==> config.mk <==
export PLATFORM = sky130hd
export DESIGN_NAME = ratl_bank
export DESIGN_NICKNAME = d
export VERILOG_FILES = /design/src/ratl_bank.v /design/src/ratl_field.v
export VERILOG_INCLUDE_DIRS = /design/src
export SDC_FILE = /design/constraint.sdc
export NUM_CORES = 1
export LEC_CHECK = 0
export ABC_AREA = 1
export ABC_CLOCK_PERIOD_IN_PS = 15860
export BUFFER_PORTS_ARGS = -buffer_cell sky130_fd_sc_hd__buf_2
export CORE_MARGIN = 1
export CORE_UTILIZATION = 40
export DETAILED_ROUTE_END_ITERATION = 6
export PLACE_DENSITY_LB_ADDON = 0.15
export SETUP_SLACK_MARGIN = 0.15
export SYNTH_ARGS = -nofsm -noshare
export SYNTH_HDL_FRONTEND = slang
export SYNTH_SLANG_ARGS = --single-unit
==> constraint.sdc <==
create_clock -name clk_i -period 15.86 [get_ports clk_i]
set_clock_uncertainty 0.15 [all_clocks]
set_input_delay 2.379 -clock clk_i [delete_from_list [all_inputs] [get_ports clk_i]]
set_output_delay 2.379 -clock clk_i [all_outputs]
set_load 0.01 [all_outputs]
==> src/ratl_defs.vh <==
`ifndef RATL_DEFS_VH
`define RATL_DEFS_VH
// field access types, one 3-bit code per field
`define RATL_AT_RSV   3'h0
`define RATL_AT_RO    3'h1
`define RATL_AT_RW    3'h2
`define RATL_AT_RC    3'h3
`define RATL_AT_RW1C  3'h4
`define RATL_AT_RW1S  3'h5
`define RATL_AT_W1C   3'h6
`define RATL_AT_WO    3'h7
`define RATL_AT_W     3
// register offsets, relative to the module base
`define RATL_OFS_RW   12'h000
`define RATL_OFS_RO   12'h004
`define RATL_OFS_RC   12'h008
`define RATL_OFS_RW1C 12'h00c
`define RATL_OFS_RW1S 12'h010
`define RATL_OFS_W1C  12'h014
`define RATL_OFS_WO   12'h018
`define RATL_OFS_W    12
`define RATL_NUM_REGS 7
// reset values
`define RATL_RST_RW   32'h00000000
`define RATL_RST_RW1S 32'h00000000
`define RATL_RST_WO   32'h00000000
`define RATL_RST_STAT 32'h00000000
`endif

==> src/ratl_bank.v <==
// Notes on behaviour
// - read-to-clear field clears after read
// - read/write field stores and returns written value
// - write one clears bit, zero leaves it
// - writing back read status clears only those
// - write one sets bit, zero no change
// - write-only clear; read data meaningless
// - write-only register; reads carry no meaning
// - reserved bits read as zero
// - address is base plus register offset
`timescale 1ns/1ps
`include "ratl_defs.vh"
module ratl_bank #(
   parameter [31:0] BASE_ADDR = 32'h40000000,
   parameter [31:0] RSV_MASK  = 32'h00000000
) (
   input  wire        clk_i,
   input  wire        rst_n_i,
   input  wire        sel_i,
   input  wire        wr_i,
   input  wire [31:0] addr_i,
   input  wire [31:0] wdata_i,
   input  wire [31:0] ro_val_i,
   input  wire [31:0] rc_set_i,
   input  wire [31:0] st_set_i,
   input  wire [31:0] w1c_set_i,
   output reg  [31:0] rdata_o,
   output reg         ack_o,
   output reg         err_o,
   output reg  [31:0] ctrl_o,
   output reg  [31:0] set_o,
   output reg  [31:0] wo_o,
   output reg  [31:0] w1c_o
);
   localparam [31:0] KEEP = ~RSV_MASK;
   reg         rs1_q;
   reg         rs2_q;
   wire        rst_n;
   wire [31:0] ofs;
   wire        hit;
   wire        rd;
   wire        wr;
   wire [31:0] v_rw;
   wire [31:0] v_rc;
   wire [31:0] v_st;
   wire [31:0] v_set;
   wire [31:0] v_w1c;
   wire [31:0] v_wo;
   wire [31:0] r_rw;
   wire [31:0] r_ro;
   wire [31:0] r_rc;
   wire [31:0] r_st;
   wire [31:0] r_set;
   wire [31:0] r_w1c;
   wire [31:0] r_wo;
   reg  [31:0] rd_d;
   reg         known;
   always @(posedge clk_i or negedge rst_n_i) begin
      if (!rst_n_i) begin
         rs1_q <= 1'b0;
         rs2_q <= 1'b0;
      end else begin
         rs1_q <= 1'b1;
         rs2_q <= rs1_q;
      end
   end
   assign rst_n = rs2_q;
   function is_reg;
      input [31:0] o;
      input [11:0] r;
      begin
         is_reg = (o == {20'h00000, r});
      end
   endfunction
   assign ofs = addr_i - BASE_ADDR;
   assign hit = sel_i && (ofs[31:`RATL_OFS_W] == 20'h00000);
   assign rd = sel_i && !wr_i;
   assign wr = sel_i && wr_i;
   ratl_field #(
      .ACCESS (`RATL_AT_RW),
      .RESET  (`RATL_RST_RW),
      .MASK   (KEEP)
   ) u_rw (
      .clk_i    (clk_i),
      .rst_n_i  (rst_n),
      .wr_i     (wr && is_reg(ofs, `RATL_OFS_RW)),
      .rd_i     (1'b0),
      .wdata_i  (wdata_i),
      .hw_set_i (32'h00000000),
      .hw_val_i (32'h00000000),
      .value_o  (v_rw),
      .rdata_o  (r_rw)
   );
   // live hardware value; bus writes land nowhere
   ratl_field #(
      .ACCESS (`RATL_AT_RO),
      .RESET  (`RATL_RST_STAT),
      .MASK   (KEEP)
   ) u_ro (
      .clk_i    (clk_i),
      .rst_n_i  (rst_n),
      .wr_i     (wr && is_reg(ofs, `RATL_OFS_RO)),
      .rd_i     (1'b0),
      .wdata_i  (wdata_i),
      .hw_set_i (32'h00000000),
      .hw_val_i (ro_val_i),
      .value_o  (),
      .rdata_o  (r_ro)
   );
   // cleared by the read strobe itself, no write path
   ratl_field #(
      .ACCESS (`RATL_AT_RC),
      .RESET  (`RATL_RST_STAT),
      .MASK   (KEEP)
   ) u_rc (
      .clk_i    (clk_i),
      .rst_n_i  (rst_n),
      .wr_i     (1'b0),
      .rd_i     (rd && is_reg(ofs, `RATL_OFS_RC)),
      .wdata_i  (wdata_i),
      .hw_set_i (rc_set_i),
      .hw_val_i (32'h00000000),
      .value_o  (v_rc),
      .rdata_o  (r_rc)
   );
   ratl_field #(
      .ACCESS (`RATL_AT_RW1C),
      .RESET  (`RATL_RST_STAT),
      .MASK   (KEEP)
   ) u_st (
      .clk_i    (clk_i),
      .rst_n_i  (rst_n),
      .wr_i     (wr && is_reg(ofs, `RATL_OFS_RW1C)),
      .rd_i     (1'b0),
      .wdata_i  (wdata_i),
      .hw_set_i (st_set_i),
      .hw_val_i (32'h00000000),
      .value_o  (v_st),
      .rdata_o  (r_st)
   );
   ratl_field #(
      .ACCESS (`RATL_AT_RW1S),
      .RESET  (`RATL_RST_RW1S),
      .MASK   (KEEP)
   ) u_set (
      .clk_i    (clk_i),
      .rst_n_i  (rst_n),
      .wr_i     (wr && is_reg(ofs, `RATL_OFS_RW1S)),
      .rd_i     (1'b0),
      .wdata_i  (wdata_i),
      .hw_set_i (32'h00000000),
      .hw_val_i (32'h00000000),
      .value_o  (v_set),
      .rdata_o  (r_set)
   );
   // write-only clear; its read path always gives zero
   ratl_field #(
      .ACCESS (`RATL_AT_W1C),
      .RESET  (`RATL_RST_STAT),
      .MASK   (KEEP)
   ) u_w1c (
      .clk_i    (clk_i),
      .rst_n_i  (rst_n),
      .wr_i     (wr && is_reg(ofs, `RATL_OFS_W1C)),
      .rd_i     (1'b0),
      .wdata_i  (wdata_i),
      .hw_set_i (w1c_set_i),
      .hw_val_i (32'h00000000),
      .value_o  (v_w1c),
      .rdata_o  (r_w1c)
   );
   ratl_field #(
      .ACCESS (`RATL_AT_WO),
      .RESET  (`RATL_RST_WO),
      .MASK   (KEEP)
   ) u_wo (
      .clk_i    (clk_i),
      .rst_n_i  (rst_n),
      .wr_i     (wr && is_reg(ofs, `RATL_OFS_WO)),
      .rd_i     (1'b0),
      .wdata_i  (wdata_i),
      .hw_set_i (32'h00000000),
      .hw_val_i (32'h00000000),
      .value_o  (v_wo),
      .rdata_o  (r_wo)
   );
   always @* begin
      rd_d  = 32'h00000000;
      known = 1'b1;
      case (ofs[`RATL_OFS_W-1:0])
         `RATL_OFS_RW:   rd_d = r_rw;
         `RATL_OFS_RO:   rd_d = r_ro;
         `RATL_OFS_RC:   rd_d = r_rc;
         `RATL_OFS_RW1C: rd_d = r_st;
         `RATL_OFS_RW1S: rd_d = r_set;
         `RATL_OFS_W1C:  rd_d = r_w1c;
         `RATL_OFS_WO:   rd_d = r_wo;
         default:        known = 1'b0;
      endcase
      if (!hit) known = 1'b0;
   end
   always @(posedge clk_i or negedge rst_n) begin
      if (!rst_n) begin
         rdata_o <= 32'h00000000;
         ack_o   <= 1'b0;
         err_o   <= 1'b0;
         ctrl_o  <= `RATL_RST_RW;
         set_o   <= `RATL_RST_RW1S;
         wo_o    <= `RATL_RST_WO;
         w1c_o   <= `RATL_RST_STAT;
      end else begin
         rdata_o <= (rd && known) ? rd_d : 32'h00000000;
         ack_o   <= sel_i;
         err_o   <= sel_i && !known;
         ctrl_o  <= v_rw;
         set_o   <= v_set;
         wo_o    <= v_wo;
         w1c_o   <= v_w1c | v_st | v_rc;
      end
   end
endmodule

==> src/ratl_field.v <==
`timescale 1ns/1ps
`include "ratl_defs.vh"
module ratl_field #(
   parameter [2:0]  ACCESS = `RATL_AT_RW,
   parameter [31:0] RESET  = 32'h00000000,
   parameter [31:0] MASK   = 32'hffffffff
) (
   input  wire        clk_i,
   input  wire        rst_n_i,
   input  wire        wr_i,
   input  wire        rd_i,
   input  wire [31:0] wdata_i,
   input  wire [31:0] hw_set_i,
   input  wire [31:0] hw_val_i,
   output wire [31:0] value_o,
   output wire [31:0] rdata_o
);
   reg  [31:0] val_q;
   reg  [31:0] val_d;
   always @* begin
      val_d = val_q;
      case (ACCESS)
         `RATL_AT_RW, `RATL_AT_WO: begin
            if (wr_i) val_d = wdata_i;
         end
         `RATL_AT_RO: begin
            val_d = hw_val_i;
         end
         `RATL_AT_RC: begin
            if (rd_i) val_d = 32'h00000000;
            val_d = val_d | hw_set_i;
         end
         `RATL_AT_RW1C, `RATL_AT_W1C: begin
            if (wr_i) val_d = val_q & ~wdata_i;
            val_d = val_d | hw_set_i;
         end
         `RATL_AT_RW1S: begin
            if (wr_i) val_d = val_q | wdata_i;
         end
         default: val_d = 32'h00000000;
      endcase
   end
   always @(posedge clk_i or negedge rst_n_i) begin
      if (!rst_n_i) val_q <= RESET;
      else val_q <= val_d & MASK;
   end
   assign value_o = val_q;
   // write-only kinds read as zero; reserved bits masked to zero
   assign rdata_o = (ACCESS == `RATL_AT_WO || ACCESS == `RATL_AT_W1C || ACCESS == `RATL_AT_RSV)
                    ? 32'h00000000 : (val_q & MASK);
endmodule

==> impl_metrics.tcl, run 1 <==
set metrics [dict create \
    status "finished with violations" \
    violations "DRC" \
    routed_wl_um 43700 \
    cts_root_buffer "clkbuf_16" \
    yosys.area.top_type_share_pct 66.19 \
    antenna_found_initial 4 \
    whs_endpoint "rs2_q" \
    die_h_um 193.5 \
    synth-async-reset-ratio_pct 100.0 \
    cts-resized-gates 0 \
    cp.required_ns 16.15 \
    slew-limit-headroom_pct 25.51 \
    yosys-top-cells-count "nand2_1, dfrtp_1, nand3_1" \
    coreArea_mm2 0.03583 \
    cts_tree "yes" \
    rr_startpoint "rs2_q" \
    synthTopCellsByArea "dfrtp_1, nand2_1, nand3_1" \
    wl_met2_um 20460 \
    cts_buffer_depth 3 \
    cp-startpoint "addr_i[2]" \
    start_util_pct 40.94 \
    final-setup-viol-count 0 \
    critPathCaptureType "register" \
    finalCritPeriodShare_pct 36.90 \
    drive_gt1_share_pct 25.33 \
    yosysSeqAreaShare_pct 66.19 \
    wl_met1_um 19050 \
    nNetsFinal 2030 \
    hp-start "rs1_q" \
    die_w_um 193.5 \
    ant_nets 0 \
    cap_violations 0 \
    postSynthCellCount 1496 \
    postCtsSetupRepairBufs 0 \
    p_total_mw 2.062 \
    grt_pass1_wl_um 67520 \
    ctsHtreeMaxLevel 2 \
    grt_max_degree 180 \
    wl_per_cell_um 18.75 \
    placed_cell_area_mm2 0.01677 \
    holdPathStages 0 \
    syn_area_per_cell_um2 9.805 \
    critPathLaunchType "primary input" \
    clock-sinks 388 \
    finalInstanceArea_mm2 0.01819 \
    fin_tns_setup_ns 0 \
    fillers 3358 \
    gp_congestion 0.7940 \
    drt_iter0_drc 773 \
    rrSetupSlack_ns 12.87 \
    yosys_warnings 0 \
    rr_worst_depth 2 \
    worst_pin_slew_ns 1.115 \
    fmax_mhz 170.9 \
    first_global_vias 11610 \
    drv_slew 0 \
    r2r_end "rdata_o[13]" \
    cp_max_fo 37 \
    rows 69 \
    ctsHoldBuffers 0 \
    yosys.area.top_type "dfrtp_1" \
    dr.max_layer_used "met5" \
    min_period_ns 5.852 \
    area_growth_syn_to_layout_pct 24.00 \
    yosysUniqueCellTypes 21 \
    hold_viol_final 0 \
    grt_setup_unrepaired "false" \
    power_leakage_nw 9.796 \
    grt_usage_pct 23.70 \
    syn_area_mm2 0.01467 \
    vias 11470 \
    via_per_inst 4.918 \
    hp-class "register to register" \
    clk_latency_ns 0.56 \
    ir_drop_mv 0.07688 \
    syn-num-nets 1692 \
    synth-seq-cells 388 \
    ys.flop_type "dfrtp_1" \
    critPathKind "primary input to register" \
    crit_arrival_ns 6.14 \
    first_pass_iters 7 \
    synth-edff-count 0 \
    route.met3.wl_um 3049 \
    clk_pin_slew_ns 0.06 \
    cts_buffers 42 \
    dieArea_mm2 0.03744 \
    place_hpwl_um 28270 \
    drc 44 \
    io_buffer_count 357 \
    p_per_area_mw_per_mm2 113.4 \
    synth_most_common_cell "nand2_1" \
    io_pins 358 \
    gr-total-overflow 0 \
]
## metrics by stage
step	std cells	setup WS, ns	hold WS [ns]	utilization, %
finish	2331	10.01	0.2003	50.76
global route	2330	9.626	0.2051	50.76
CTS	2328	9.904	0.2028	50.74
detailed placement	2251	9.315	0.1895	46.82
global placement	2251	9.484	0.1869	46.82
floorplan	1496	4.095	0.1812	-
## cells by family after synthesis
kind of cell,after synthesis,share of synthesized area [%]
and+or+nand+nor,857,25.89
buffers and inverters,217,6.219
DFF,388,66.19
other,1,0.02557
AOI/OAI and AO/OA,33,1.672
## worst max path at each step
stage / end / slack (ns)
final: u_rw.rdata_o[15] / 10.01
after global routing: u_rw.rdata_o[29] / 9.63
after global placement: u_rw.rdata_o[19] / 9.48
after detailed placement: u_rw.rdata_o[15] / 9.31
after floorplan: ack_o / 4.10
after CTS: u_rw.rdata_o[15] / 9.90
## critical path: stages
cell and delay [ns]:
buf_2 0.12, inv_2 0.57, nand2_1 0.20, nor2_4 0.87, nand4_1 0.27, nor2_4 0.74, nand2_2 0.68, nand2_1 0.21
nand2_1 0.07
## metal layers
metal / up-vias / track usage [%]
li1: 5414 / -
met2: 417 / 37.33
met1: 5573 / 32.46
met5: - / 0
met4: 2 / 8.059
met3: 59 / 5.317
## state kept, by name, indices dropped and copies added (netlist names)
register       flops
u_ro.rdata_o      32
u_w1c.value_o     32
ack_o              1
ctrl_o            32
set_o             32
err_o              1
u_wo.value_o      32
rs1_q              1
u_set.rdata_o     32
u_st.rdata_o      32
w1c_o             32
rs2_q              1
rdata_o           32
u_rc.rdata_o      32
wo_o              32
u_rw.rdata_o      32
## power breakdown
group / total, mW / switching [mW] / internal (mW)
clock network: 0.989 / 0.402 / 0.587
logic: 0.0749 / 0.0524 / 0.0225
registers: 0.999 / 0.00408 / 0.995
## placed cells by master, fill, tap and decap left out
master	netlist	routed
nand4_1	32	32
nor2_4	7	11
nor2_2	6	3
clkbuf_1	19	2
nand3_1	263	263
buf_12	0	1
dfrtp_1	388	387
a21oi_1	1	1
nand3b_1	1	1
inv_2	8	9
nand2_1	412	409
clkinv_2	0	17
clkinvlp_4	0	2
inv_6	0	1
nor3_2	1	1
nand2_2	5	8
nor2_1	97	96
clkbuf_16	0	43
conb_1	1	1
o21bai_1	32	32
clkbuf_8	0	9
dfrtp_4	0	1
inv_1	138	137
or3_1	32	32
buf_4	16	7
nor3_1	1	1
diode_2	0	3
bufinv_16	0	3
buf_2	30	357
## final cells by class
cell class	count	area, µm²	share of cell area, %
antenna	3	7.507	0.04128
multi-input combinational	891	4076	22.41
inverter	146	548.0	3.013
tap	461	576.8	3.171
sequential	388	9713	53.41
clock inverter	23	198.9	1.094
clock buffer	54	1207	6.639
timing repair buffer	365	1859	10.22
Note: power is estimated with default switching activity, not from simulation.
==> run 2, diff against run 1 <==
--- a/config.mk
+++ b/config.mk
@@ -7,7 +7,7 @@
 export NUM_CORES = 1
 export LEC_CHECK = 0
 export ABC_AREA = 1
-export ABC_CLOCK_PERIOD_IN_PS = 15860
+export ABC_CLOCK_PERIOD_IN_PS = 5070
 export BUFFER_PORTS_ARGS = -buffer_cell sky130_fd_sc_hd__buf_2
 export CORE_MARGIN = 1
 export CORE_UTILIZATION = 40
==> constraint.sdc (replaced) <==
create_clock -name clk_i -period 5.07 [get_ports clk_i]
set_clock_uncertainty 0.15 [all_clocks]
set_input_delay 0.7605 -clock clk_i [delete_from_list [all_inputs] [get_ports clk_i]]
set_output_delay 0.7605 -clock clk_i [all_outputs]
set_load 0.01 [all_outputs]
==> impl_metrics.tcl, run 2 (synthesized netlist as in run 1, its figures left out) <==
set metrics [dict create \
    status "finished with violations" \
    violations "DRC" \
    final_cells 2336 \
    grt_setup_unrepaired "false" \
    crit_arrival_ns 3.29 \
    drt_iter0_drc 759 \
    drive_gt1_share_pct 25.35 \
    final_common_cell "nand2_1" \
    cts_root_buffer "clkbuf_16" \
    power_leakage_nw 9.860 \
    clk_pin_slew_ns 0.06 \
    nNetsFinal 2036 \
    fin_tns_setup_ns 0 \
    hold_viol_final 0 \
    cts-resized-gates 0 \
    rows 69 \
    drv_slew 0 \
    grt_max_degree 168 \
    final-setup-viol-count 0 \
    start_util_pct 40.94 \
    cts_buffers 42 \
    critPathKind "primary input to register" \
    ctsHtreeMaxLevel 2 \
    finalCritPeriodShare_pct 59.64 \
    min_period_ns 3.024 \
    rr_worst_depth 1 \
    ant_nets 0 \
    die_w_um 193.5 \
    rrSetupSlack_ns 3.51 \
    dieArea_mm2 0.03744 \
    coreArea_mm2 0.03583 \
    most-common-layout-cells "nand2_1, dfrtp_1, buf_2, nand3_1, inv_1" \
    gp_congestion 0.8134 \
    grt_pass1_wl_um 70090 \
    gr-total-overflow 0 \
    critPathLaunchType "primary input" \
    place_hpwl_um 28920 \
    io_pins 358 \
    cap_violations 0 \
    fmax_mhz 330.7 \
    whs_ns 0.03213 \
    clock-sinks 388 \
    routed_wl_um 45300 \
    fillers 3385 \
    rr_startpoint "rs2_q" \
    first_global_vias 11960 \
    cp.required_ns 5.34 \
    dp_cells 2256 \
    ir_drop_mv 0.2092 \
    wl_per_cell_um 19.39 \
    cts_buffer_depth 3 \
    slew-limit-headroom_pct 26.96 \
    clk_latency_ns 0.54 \
    worst_pin_slew_ns 1.093 \
    drc 19 \
    critPathCaptureType "register" \
    via_per_inst 4.999 \
    r2r_end "wo_o[12]" \
    hp-class "register to async pin" \
    die_h_um 193.5 \
    io_buffer_count 357 \
    grt_usage_pct 24.54 \
    postCtsSetupRepairBufs 0 \
    p_per_area_mw_per_mm2 360.9 \
    vias 11680 \
    antenna_found_initial 7 \
    cts_tree "yes" \
    area_growth_syn_to_layout_pct 24.97 \
    first_pass_iters 7 \
    cp_max_fo 33 \
]
## run 2: changes by cell type in the layout (fill, tap and decap cells not counted), sizes merged
| cell | before | now |
|---|---|---|
| dlygate4sd3 | 0 | 1 |
| inv | 147 | 146 |
| buf | 365 | 370 |
| bufinv | 3 | 4 |
| clkinv | 17 | 9 |
| clkbuf | 54 | 63 |
| diode | 3 | 1 |
## run 2: final cells by class
class	instances	area, µm²	area share (%)
clock inverter	15	180.2	0.9829
antenna	1	2.502	0.01365
inverter	146	548.0	2.990
clock buffer	63	1314	7.167
timing repair buffer	371	1919	10.47
multi-input combinational	891	4076	22.24
tap	461	576.8	3.147
sequential	388	9713	52.99
## run 2: worst max-delay path: stages
cell and delay [ns]:
buf_2 0.11, inv_2 0.05, nand2_2 0.12, nor2_4 0.83, nand2_1 0.24, nor2_1 0.15
nand2_1 0.06, nor2_1 0.12, nand2_2 0.53, nand2_1 0.25, nand2_1 0.07
## run 2: how the worst max path moves through the flow
stage,start,endpoint,slack [ns],cells past startpoint
final,addr_i[1],u_rc.rdata_o[1],2.05,11
after floorplan,rs2_q,ack_o,1.10,0
after global routing,addr_i[9],rdata_o[5],1.90,11
after CTS,addr_i[0],u_rc.rdata_o[1],2.10,11
after global placement,addr_i[0],u_rc.rdata_o[7],1.52,11
after detailed placement,addr_i[0],u_rc.rdata_o[1],1.52,11
## run 2: per-stage QoR
step	setup WS [ns]	power [mW]	utilization, %	instance area [µm²]
2_1_floorplan	1.103	3.267	-	14670
3_3_place_gp	1.519	3.428	46.96	16820
3_5_place_dp	1.523	3.429	46.96	16820
4_1_cts	2.102	6.689	51.15	18330
5_1_grt	1.904	6.835	51.16	18330
6_report	2.046	6.616	51.16	18330
## run 2: layer usage
layer | GRT usage, % | wire, µm | vias to the layer above
met3 | 5.840 | 3004 | 96
li1 | - | - | 5441
met2 | 39.48 | 21290 | 398
met1 | 32.57 | 19530 | 5731
met5 | 0 | 97 | -
met4 | 8.504 | 1377 | 12
## run 2: repair_timing
item	CTS	global route
hold buffers	1	0
endpoints found under the hold margin	2	0
setup endpoints to repair	0	0
## run 2: where the power goes
part           internal [mW]  switching [mW]  leakage [nW]
Clock                   1.99            1.25         0.740
Sequential              3.11         0.00834          4.67
Combinational         0.0730           0.175          4.45
